### src/verilog/angle_pkg.sv
// What this block does
// - power-up runs one measurement, stores angle
// - power-up done asserts interrupt, then sleeps
// - reading angle over serial clears interrupt
// - read-angle command wakes, starts new measurement
// - result stored, interrupt and status flag set
// - command to interrupt within 320 to 430 us
// - one measurement per wake, then power down
// - sleep until next read request, no timer
// - active on-time taken as 600 us
// - interrupt active low, tri-state driven
// - angle bits 11:0, alarms above
// - read frame returns previously addressed data
// - parity over upper 15 bits, even frame
package angle_pkg;
  // frame layout
  localparam int FRAME_BITS = 16;
  localparam int ADDR_BITS = 14;
  localparam int ANGLE_BITS = 12;
  localparam int CNT_BITS = 5; // frame bit counter
  localparam int BIT_RW = 15; // 1 = read command
  localparam int BIT_EF = 1;
  localparam int BIT_PAR = 0;
  localparam logic [CNT_BITS-1:0] FRAME_LEN = 5'h10;
  // command addresses
  localparam logic [ADDR_BITS-1:0] ADDR_ANGLE = 14'h3fff;
  localparam logic [ADDR_BITS-1:0] ADDR_CLR_ERR = 14'h3380;
  localparam logic [ADDR_BITS-1:0] DATA_ZERO = 14'h0000;
  // timing, in microseconds at the clock rate in MHz
  localparam int CLK_MHZ = 200;
  localparam int T_CONV_MIN_US = 320;
  localparam int T_CONV_MAX_US = 430;
  localparam int T_MEAS_US = 375; // measurement time, inside the window
  localparam int T_ON_US = 600; // power-up plus first measurement
  // whole-cycle products, so rounding up and down agree
  localparam int CONV_MIN_CYC = T_CONV_MIN_US * CLK_MHZ;
  localparam int CONV_MAX_CYC = T_CONV_MAX_US * CLK_MHZ;
  localparam int MEAS_CYC = T_MEAS_US * CLK_MHZ;
  localparam int PWRUP_CYC = T_ON_US * CLK_MHZ;
  localparam int TIMER_BITS = 17; // holds the 600 us count
  // power states
  typedef enum logic [1:0] {
    ST_POWERUP,
    ST_SLEEP,
    ST_MEAS
  } pwr_state_t;
endpackage

### src/verilog/spi_frame_if.sv
// frame events from the serial shifter to the control core
interface spi_frame_if;
  logic frame_start; // one-cycle pulse at select
  logic frame_end; // one-cycle pulse at deselect
  logic frame_full; // level: all frame bits clocked
  logic [angle_pkg::FRAME_BITS-1:0] rx_word; // last frame received
  logic [angle_pkg::FRAME_BITS-1:0] tx_word; // word to send next
  modport shifter(output frame_start, frame_end, frame_full, rx_word, input tx_word);
  modport core(input frame_start, frame_end, frame_full, rx_word, output tx_word);
endinterface

### src/verilog/spi_frame_slave.sv
module spi_frame_slave (
  input wire logic clk_i,
  input wire logic rst_b_i,
  input wire logic en_i,
  input wire logic sck_i,
  input wire logic cs_b_i,
  input wire logic mosi_i,
  output logic miso_o,
  output logic miso_oe_b_o,
  spi_frame_if.shifter link
);
  import angle_pkg::*;

  logic [2:0] sck_s; // [0] is the synchroniser's first flop only
  logic [2:0] cs_s;
  logic [1:0] mosi_s;
  logic [FRAME_BITS-1:0] tx_sh_r; // outgoing shift register
  logic [FRAME_BITS-1:0] rx_sh_r; // incoming shift register
  logic [CNT_BITS-1:0] bits_r; // rising edges seen this frame
  logic miso_r;
  logic miso_oe_b_r;
  logic start_r;
  logic end_r;
  logic sck_rise;
  logic sck_fall;
  logic cs_fall;
  logic cs_rise;
  logic sel;

  // edges are taken from the second and third flops only
  assign sck_rise = sck_s[1] & ~sck_s[2];
  assign sck_fall = ~sck_s[1] & sck_s[2];
  assign cs_fall = ~cs_s[1] & cs_s[2];
  assign cs_rise = cs_s[1] & ~cs_s[2];
  assign sel = ~cs_s[1];

  // pin synchronisers; the 48 ns link clock leaves ~5 samples per phase
  always_ff @(posedge clk_i or negedge rst_b_i) begin
    if (!rst_b_i) begin
      sck_s <= 3'h0;
      cs_s <= 3'h7;
      mosi_s <= 2'h0;
    end else if (en_i) begin
      sck_s <= {sck_s[1:0], sck_i};
      cs_s <= {cs_s[1:0], cs_b_i};
      mosi_s <= {mosi_s[0], mosi_i};
    end
  end

  // transmit side: load at select, shift on falling edge
  always_ff @(posedge clk_i or negedge rst_b_i) begin
    if (!rst_b_i) begin
      tx_sh_r <= '0;
      miso_r <= 1'b0;
    end else if (en_i) begin
      if (cs_fall) begin
        tx_sh_r <= link.tx_word; // first bit ready before first rise
        miso_r <= link.tx_word[FRAME_BITS-1];
      end else if (sel && sck_fall) begin
        tx_sh_r <= {tx_sh_r[FRAME_BITS-2:0], 1'b0};
        miso_r <= tx_sh_r[FRAME_BITS-2];
      end
    end
  end

  // receive side: sample on rising edge, msb first
  always_ff @(posedge clk_i or negedge rst_b_i) begin
    if (!rst_b_i) begin
      rx_sh_r <= '0;
      bits_r <= '0;
    end else if (en_i) begin
      if (cs_fall) begin
        bits_r <= '0;
      end else if (sel && sck_rise) begin
        rx_sh_r <= {rx_sh_r[FRAME_BITS-2:0], mosi_s[1]};
        // saturate so an overlong frame still reads as full
        if (bits_r != FRAME_LEN) begin
          bits_r <= bits_r + 5'h01;
        end
      end
    end
  end

  // frame pulses and pin enable
  always_ff @(posedge clk_i or negedge rst_b_i) begin
    if (!rst_b_i) begin
      start_r <= 1'b0;
      end_r <= 1'b0;
      miso_oe_b_r <= 1'b1;
    end else if (en_i) begin
      start_r <= cs_fall;
      end_r <= cs_rise;
      miso_oe_b_r <= cs_s[1]; // released while deselected
    end
  end

  assign link.frame_start = start_r;
  assign link.frame_end = end_r;
  assign link.frame_full = (bits_r == FRAME_LEN);
  assign link.rx_word = rx_sh_r;
  assign miso_o = miso_r;
  assign miso_oe_b_o = miso_oe_b_r;

  a_tx_even_parity: assert property (
    @(posedge clk_i) disable iff (!rst_b_i)
    (en_i && cs_fall) |=> (^tx_sh_r == 1'b0))
    else $error("loaded frame has odd parity");

  a_miso_on_fall: assert property (
    @(posedge clk_i) disable iff (!rst_b_i)
    $changed(miso_r) |-> $past(cs_fall || (sel && sck_fall)))
    else $error("miso moved outside a falling edge");
endmodule

### src/verilog/angle_measure_sleep_control.sv
module angle_measure_sleep_control #(
  parameter int MEAS_CYCLES = angle_pkg::MEAS_CYC,
  parameter int PWRUP_CYCLES = angle_pkg::PWRUP_CYC
) (
  input wire logic clk_i,
  input wire logic rst_b_i,
  input wire logic en_i,
  input wire logic sck_i,
  input wire logic cs_b_i,
  input wire logic mosi_i,
  input wire logic [angle_pkg::ANGLE_BITS-1:0] angle_sample_i,
  input wire logic alarm_lo_i,
  input wire logic alarm_hi_i,
  output logic miso_o,
  output logic miso_oe_b_o,
  output logic int_b_o,
  output logic int_oe_b_o,
  output logic done_flag_o,
  output logic awake_o
);
  import angle_pkg::*;

  spi_frame_if link ();

  pwr_state_t state_r; // power and measurement phase
  pwr_state_t state_nxt;
  logic [TIMER_BITS-1:0] timer_r; // cycles spent in the current phase
  logic [ADDR_BITS-1:0] angle_r; // alarm hi, alarm lo, angle
  logic [ADDR_BITS-1:0] prev_addr_r; // address of last good command
  logic prev_rd_r; // last good command was a read
  logic wr_data_r; // next frame carries write data
  logic ef_r; // error in an earlier host frame
  logic served_angle_r; // this frame is returning the angle
  logic served_clr_r; // this frame is returning the error clear
  logic int_b_r;
  logic int_oe_b_r;
  logic done_r; // status completion flag
  logic awake_r;
  logic [FRAME_BITS-1:0] rx;
  logic [ADDR_BITS-1:0] tx_data;
  logic cmd_end; // full frame just ended
  logic cmd_ok; // full command frame with good parity
  logic trigger; // read-angle command received
  logic angle_read; // host finished reading the angle
  logic meas_done;
  logic pwrup_done;
  logic done_evt;

  spi_frame_slave u_shift (
    .clk_i(clk_i),
    .rst_b_i(rst_b_i),
    .en_i(en_i),
    .sck_i(sck_i),
    .cs_b_i(cs_b_i),
    .mosi_i(mosi_i),
    .miso_o(miso_o),
    .miso_oe_b_o(miso_oe_b_o),
    .link(link)
  );

  // command decode at the end of each frame
  assign rx = link.rx_word;
  assign cmd_end = link.frame_end && link.frame_full;
  assign cmd_ok = cmd_end && !wr_data_r && (^rx == 1'b0);
  assign trigger = cmd_ok && rx[BIT_RW] && (rx[ADDR_BITS:1] == ADDR_ANGLE);
  assign angle_read = cmd_end && served_angle_r;
  assign meas_done = (state_r == ST_MEAS) && (timer_r == TIMER_BITS'(MEAS_CYCLES - 1));
  assign pwrup_done = (state_r == ST_POWERUP) && (timer_r == TIMER_BITS'(PWRUP_CYCLES - 1));
  assign done_evt = meas_done || pwrup_done;

  // answer word: data of the previous read, error flag, even parity
  always_comb begin
    tx_data = DATA_ZERO;
    if (prev_rd_r && (prev_addr_r == ADDR_ANGLE)) begin
      tx_data = angle_r;
    end
    link.tx_word = {tx_data, ef_r, ^{tx_data, ef_r}};
  end

  // phase sequencing; no timer ever leaves sleep
  always_comb begin
    state_nxt = state_r;
    case (state_r)
      ST_POWERUP: begin
        if (pwrup_done) begin
          state_nxt = ST_SLEEP;
        end
      end
      ST_SLEEP: begin
        if (trigger) begin
          state_nxt = ST_MEAS;
        end
      end
      ST_MEAS: begin
        // a repeat command mid-measurement is ignored, not restarted
        if (meas_done) begin
          state_nxt = ST_SLEEP;
        end
      end
      default: begin
        state_nxt = ST_SLEEP;
      end
    endcase
  end

  // phase register and its timer
  always_ff @(posedge clk_i or negedge rst_b_i) begin
    if (!rst_b_i) begin
      state_r <= ST_POWERUP;
      timer_r <= '0;
      awake_r <= 1'b1;
    end else if (en_i) begin
      state_r <= state_nxt;
      awake_r <= (state_nxt != ST_SLEEP);
      if (state_nxt != state_r) begin
        timer_r <= '0;
      end else if (state_r != ST_SLEEP) begin
        timer_r <= timer_r + TIMER_BITS'(1);
      end
    end
  end

  // result capture, one sample per wake, no averaging
  always_ff @(posedge clk_i or negedge rst_b_i) begin
    if (!rst_b_i) begin
      angle_r <= DATA_ZERO;
    end else if (en_i && done_evt) begin
      angle_r <= {alarm_hi_i, alarm_lo_i, angle_sample_i};
    end
  end

  // interrupt and status flag; a finishing measurement beats a read
  always_ff @(posedge clk_i or negedge rst_b_i) begin
    if (!rst_b_i) begin
      int_b_r <= 1'b1;
      int_oe_b_r <= 1'b1;
      done_r <= 1'b0;
    end else if (en_i) begin
      if (done_evt) begin
        int_b_r <= 1'b0;
        int_oe_b_r <= 1'b0;
        done_r <= 1'b1;
      end else if (angle_read) begin
        int_b_r <= 1'b1;
        int_oe_b_r <= 1'b1; // released so chained lines can share
        done_r <= 1'b0;
      end
    end
  end

  // command memory for the next answer, and write-data skipping
  always_ff @(posedge clk_i or negedge rst_b_i) begin
    if (!rst_b_i) begin
      prev_addr_r <= DATA_ZERO;
      prev_rd_r <= 1'b0;
      wr_data_r <= 1'b0;
      served_angle_r <= 1'b0;
      served_clr_r <= 1'b0;
    end else if (en_i) begin
      if (link.frame_start) begin
        served_angle_r <= prev_rd_r && (prev_addr_r == ADDR_ANGLE);
        served_clr_r <= prev_rd_r && (prev_addr_r == ADDR_CLR_ERR);
      end
      if (cmd_end && wr_data_r) begin
        wr_data_r <= 1'b0; // data frame: nothing writable here
      end else if (cmd_ok) begin
        prev_addr_r <= rx[ADDR_BITS:1];
        prev_rd_r <= rx[BIT_RW];
        wr_data_r <= !rx[BIT_RW];
      end
    end
  end

  // error flag: bad parity or short frame sets, clear read resets
  always_ff @(posedge clk_i or negedge rst_b_i) begin
    if (!rst_b_i) begin
      ef_r <= 1'b0;
    end else if (en_i) begin
      if (link.frame_end && (!link.frame_full || (!wr_data_r && ^rx))) begin
        ef_r <= 1'b1; // a new error wins over a clear
      end else if (link.frame_end && served_clr_r) begin
        ef_r <= 1'b0;
      end
    end
  end

  assign int_b_o = int_b_r;
  assign int_oe_b_o = int_oe_b_r;
  assign done_flag_o = done_r;
  assign awake_o = awake_r;

  a_powerup_once: assert property (
    @(posedge clk_i) disable iff (!rst_b_i)
    (state_r != ST_POWERUP) |=> (state_r != ST_POWERUP))
    else $error("power-up phase re-entered");

  a_done_then_sleep: assert property (
    @(posedge clk_i) disable iff (!rst_b_i)
    (en_i && done_evt) |=> (state_r == ST_SLEEP && !awake_r && !int_b_r))
    else $error("no sleep after conversion done");

  a_read_clears_int: assert property (
    @(posedge clk_i) disable iff (!rst_b_i)
    (en_i && angle_read && !done_evt) |=> (int_b_r && int_oe_b_r && !done_r))
    else $error("interrupt not cleared by angle read");

  a_cmd_wakes: assert property (
    @(posedge clk_i) disable iff (!rst_b_i)
    (en_i && state_r == ST_SLEEP && trigger) |=> (state_r == ST_MEAS && timer_r == '0 && awake_r))
    else $error("read-angle command did not wake");

  a_done_flag_int: assert property (
    @(posedge clk_i) disable iff (!rst_b_i)
    (en_i && meas_done) |=> (!int_b_r && !int_oe_b_r && done_r))
    else $error("completion not flagged");

  a_conv_time: assert property (
    @(posedge clk_i) disable iff (!rst_b_i)
    ($fell(int_b_r) && $past(state_r) == ST_MEAS)
      |-> ($past(timer_r) == TIMER_BITS'(MEAS_CYCLES - 1)))
    else $error("command to interrupt time wrong");

  a_sleep_holds: assert property (
    @(posedge clk_i) disable iff (!rst_b_i)
    (state_r == ST_SLEEP && !(en_i && trigger)) |=> (state_r == ST_SLEEP))
    else $error("left sleep without a command");

  a_angle_capture: assert property (
    @(posedge clk_i) disable iff (!rst_b_i)
    (en_i && done_evt) |=> (angle_r == $past({alarm_hi_i, alarm_lo_i, angle_sample_i})))
    else $error("angle not stored at completion");
endmodule

### config.mk
export PLATFORM = sky130hd
export DESIGN_NAME = angle_measure_sleep_control
export DESIGN_NICKNAME = d
export VERILOG_FILES = /design/src/verilog/angle_pkg.sv /design/src/verilog/spi_frame_if.sv /design/src/verilog/spi_frame_slave.sv /design/src/verilog/angle_measure_sleep_control.sv
export SDC_FILE = /design/constraint.sdc
export NUM_CORES = 1
export LEC_CHECK = 0
export BUFFER_PORTS_ARGS = -buffer_cell sky130_fd_sc_hd__clkbuf_2
export CORE_ASPECT_RATIO = 1.5
export CORE_MARGIN = 2
export CORE_UTILIZATION = 40
export DETAILED_ROUTE_END_ITERATION = 8
export PLACE_DENSITY_LB_ADDON = 0.3
export SLEW_MARGIN = 5
export SYNTH_ARGS = -nofsm -noshare
export SYNTH_HDL_FRONTEND = slang
export SYNTH_SLANG_ARGS = --single-unit
### constraint.sdc
create_clock -name clk_i -period 2.8 [get_ports clk_i]
set_input_delay 0.28 -clock clk_i [delete_from_list [all_inputs] [get_ports clk_i]]
set_output_delay 0.28 -clock clk_i [all_outputs]
set_load 0.005 [all_outputs]
==> metrics.md <==
| Metric | Value |
|---|---|
| Worst VDD drop | `~0.00029 V` |
| TritonCTS Sinks | `~100` |
| Crit. End Element | `register` |
| Gate power share | `0.169` |
| Worst EP arrival | `between 2 and 3 ns` |
| #FFs+latches synth | `around 100` |
| Largest net degree at the start of global routing | `between 50 and 60` |
| Most common flop cell mapped by yosys | `dfrtp_1` |
| Skew-Pair Late Insertion Delay | `0.34 ns` |
| Critical Path Source Type | `register` |
| Slew headroom | `0.473` |
| First-pass GRT wire length | `16.1 mm` |
| H-tree levels | `3` |
| Crit Path Class | `reg -> reg` |
| Initial antenna violation count | `0` |
| Internal power | `between 2 and 3 mW` |
| LEAKAGE | `roughly 2.5 nW` |
| Critical Path RT | `about 3 ns` |
| Total grt overflow | `0` |
| Row count | `49` |
| Sequential fraction of design power | `0.506` |
| Setup TNS | `0 ns` |
| I/O pin count | `26` |
| Fmax | `around 400 MHz` |
| Syn_area_per_cell | `11.3 um2` |
| Post-Syn Area | `approximately 4800 um2` |
| Chip Height | `around 140 um` |
| HP Class | `in -> reg` |
| Syn. warnings | `0` |
| Async SR Flop Fraction | `1.00` |
| Die area | `~13000 um2` |
| First-pass DRT Iterations | `4` |
| Final hold violation count | `0` |
| Buffers added on ports | `25` |
| CTS clk-pin slew, worst paths | `0.07 ns` |
| Crit Path Max Fanout | `15` |
| Max-cap violations | `0` |
| Syn nets | `452` |
| Slew Limit Fails | `0` |
| RSZ-0062 raised after global routing | `no` |
| Outcome | `completed` |
| Final Critical Period | `around 2.5 ns` |
| Core area | `between 10000 and 15000 um2` |
| Worst clock skew | `0.00737 ns` |
| Cells after synthesis | `about 430` |
| Hold Slack | `around 0.16 ns` |
| FF-to-FF setup slack | `~0.27 ns` |
| Final Power | `approximately 3.6 mW` |
| Synth area leader | `dfrtp_1` |
| Final worst-path cycle share | `0.904` |
| Clock buffer depth | `2` |
| Post-synth cell types | `56` |
| Worst setup margin | `0.268 ns` |
| Initial DRC Count | `around 180` |
| Dominant cells by area after synthesis | `dfrtp_1 50%, mux2_2 12%, xnor2_1 5.1%` |
| Area delta synth->final | `12.0%` |
| DP Worst Slack | `0.296 ns` |
| Fillers | `~1100` |
| Vias in the first global route | `between 3000 and 4000` |
| Share of the synthesized area in the top cell type | `0.501` |
| Psw | `between 1 and 1.5 mW` |
| Net Sw Frac | `0.286` |
| Final WL | `a little over 9 mm` |
| Most frequent cells in the layout | `97 x dfrtp_1, 53 x mux2_2, 38 x nand2_1` |
| Post-CTS Resized | `0` |
| DP HPWL | `6.56 mm` |
| Die X-Extent | `between 90 and 100 um` |
| EDFF count, synth | `0` |
| Seq/Total Area, Yosys | `0.528` |
| ANT nets after route | `0` |
| Number of remaining DRC errors | `0` |
| GPL Wtd Cong | `0.885` |
| Worst-Margin Slew | `approximately 0.79 ns` |
| Root buf cell | `clkbuf_16` |
| Fin nets | `about 480` |
| TritonCTS Buffers | `9` |
| Vias | `~3200` |
| PwrDens | `about 660 nW/um2` |
| CTS tree | `yes` |
| Clock group share of total power | `0.325` |
| Wirelength per Cell | `between 15 and 20 um` |
| Number of inserted diodes | `0` |
| Fraction of layout cells with a size suffix above 1 | `0.263` |
| Gr usage total | `0.155` |
| Most common cell after layout, fill and taps aside | `dfrtp_1` |
| DR vias/cell | `around 5.3` |
| Setup-failing EPs final | `0` |
| Initial core utilization | `0.407` |
state kept, by name, indices dropped and copies added, names as in the netlist:
name                      cells
u_shift.cs_s                  3
u_shift.bits_r                5
u_shift.miso_o                1
prev_rd_r                     1
wr_data_r                     1
state_r                       2
ef_r                          1
u_shift.sck_s                 3
prev_addr_r                  14
u_shift.link.rx_word         16
awake_o                       1
int_oe_b_o                    1
u_shift.tx_sh_r              15
served_clr_r                  1
served_angle_r                1
u_shift.link.frame_start      1
u_shift.mosi_s                2
done_flag_o                   1
timer_r                      17
angle_r                      14
u_shift.link.frame_end        1
layer usage:
layer / wire length (um) / share of wire / vias to the layer above / GRT usage
li1: - / - / 1554 / -
met5: 0 / 0 / - / 0
met1: 3820 / 0.41 / 1623 / 0.185
met2: 5000 / 0.54 / 36 / 0.267
met3: 182 / 0.020 / 23 / 0.0234
met4: 272 / 0.029 / 0 / 0.0770
critical path: stages (launching register included):
cell and delay (ns):
dfrtp_1 0.44, ha_1 0.26, nand4_1 0.14, nor4b_2 0.38, and4_1 0.42, o21a_1 0.19
o21ai_0 0.14, nand2_2 0.29, o22ai_1 0.14
cell type report:
| class | instances | area, um2 | share of cell area |
|---|---|---|---|
| Tap cell | 153 | 191 | 0.0353 |
| Multi-Input combinational cell | 301 | 2160 | 0.398 |
| Clock buffer | 10 | 239 | 0.0440 |
| Inverter | 8 | 30.0 | 0.00553 |
| Timing Repair Buffer | 34 | 210 | 0.0387 |
| Sequential cell | 102 | 2560 | 0.472 |
| Clock inverter | 5 | 36.3 | 0.00669 |
cell families after synthesis:
family,count (synthesis),synth area share
AOI/OAI and AO/OA,59,0.0736
xor gates and xnor gates,45,0.0845
adders and majority gates,3,0.00775
buffers and inverters,26,0.0266
DFF,102,0.528
muxes,54,0.125
and+or+nand+nor,140,0.154
path summary, 6_finish.rpt:
| kind | startpoint | to | depth (start not counted) |
|---|---|---|---|
| worst max-delay path | timer_r[0] | timer_r[13] | 8 |
| worst max register to register | timer_r[0] | timer_r[13] | 8 |
| worst min-delay path | sck_i | u_shift.sck_s[0] | 2 |
| min in group asynchronous | rst_b_i | timer_r[15] | 2 |
| max in group asynchronous | rst_b_i | u_shift.cs_s[2] | 3 |
| worst min register to register | u_shift.miso_o | u_shift.miso_o | 2 |
stage by stage:
| stage | utilization | instances | area (um2) |
|---|---|---|---|
| 2_1_floorplan | - | 429 | 4840 |
| 3_3_place_gp | 0.432 | 597 | 5140 |
| 3_5_place_dp | 0.432 | 597 | 5140 |
| 4_1_cts | 0.456 | 613 | 5430 |
| 5_1_grt | 0.456 | 613 | 5430 |
| 6_report | 0.456 | 613 | 5430 |
power groups by stage:
stage | logic [mW] | registers [mW] | clock network, mW
finish | 0.603 | 1.81 | 1.16
global placement | 0.605 | 1.83 | 0
floorplan | 0.476 | 1.79 | 0
detailed placement | 0.613 | 1.84 | 0
CTS | 0.615 | 1.81 | 1.19
global route | 0.684 | 1.84 | 1.25
cells in the mapped netlist (4+ instances only):
library cell	instances
clkbuf_1	11
a21oi_1	18
mux2_2	53
nand2_1	38
and4_1	4
nand3_1	17
nand4_1	10
dfrtp_1	97
and3_1	20
nor2_1	24
dfstp_2	5
xnor2_1	28
o21ai_0	23
xor2_1	15
inv_1	8
timing repair:
| action | 4_1_cts | 5_1_grt |
|---|---|---|
| hold endpoints to repair | 46 | 0 |
| setup buffers | 0 | 0 |
| hold buffers | 1 | 0 |
(Power assumes the default switching activity.)
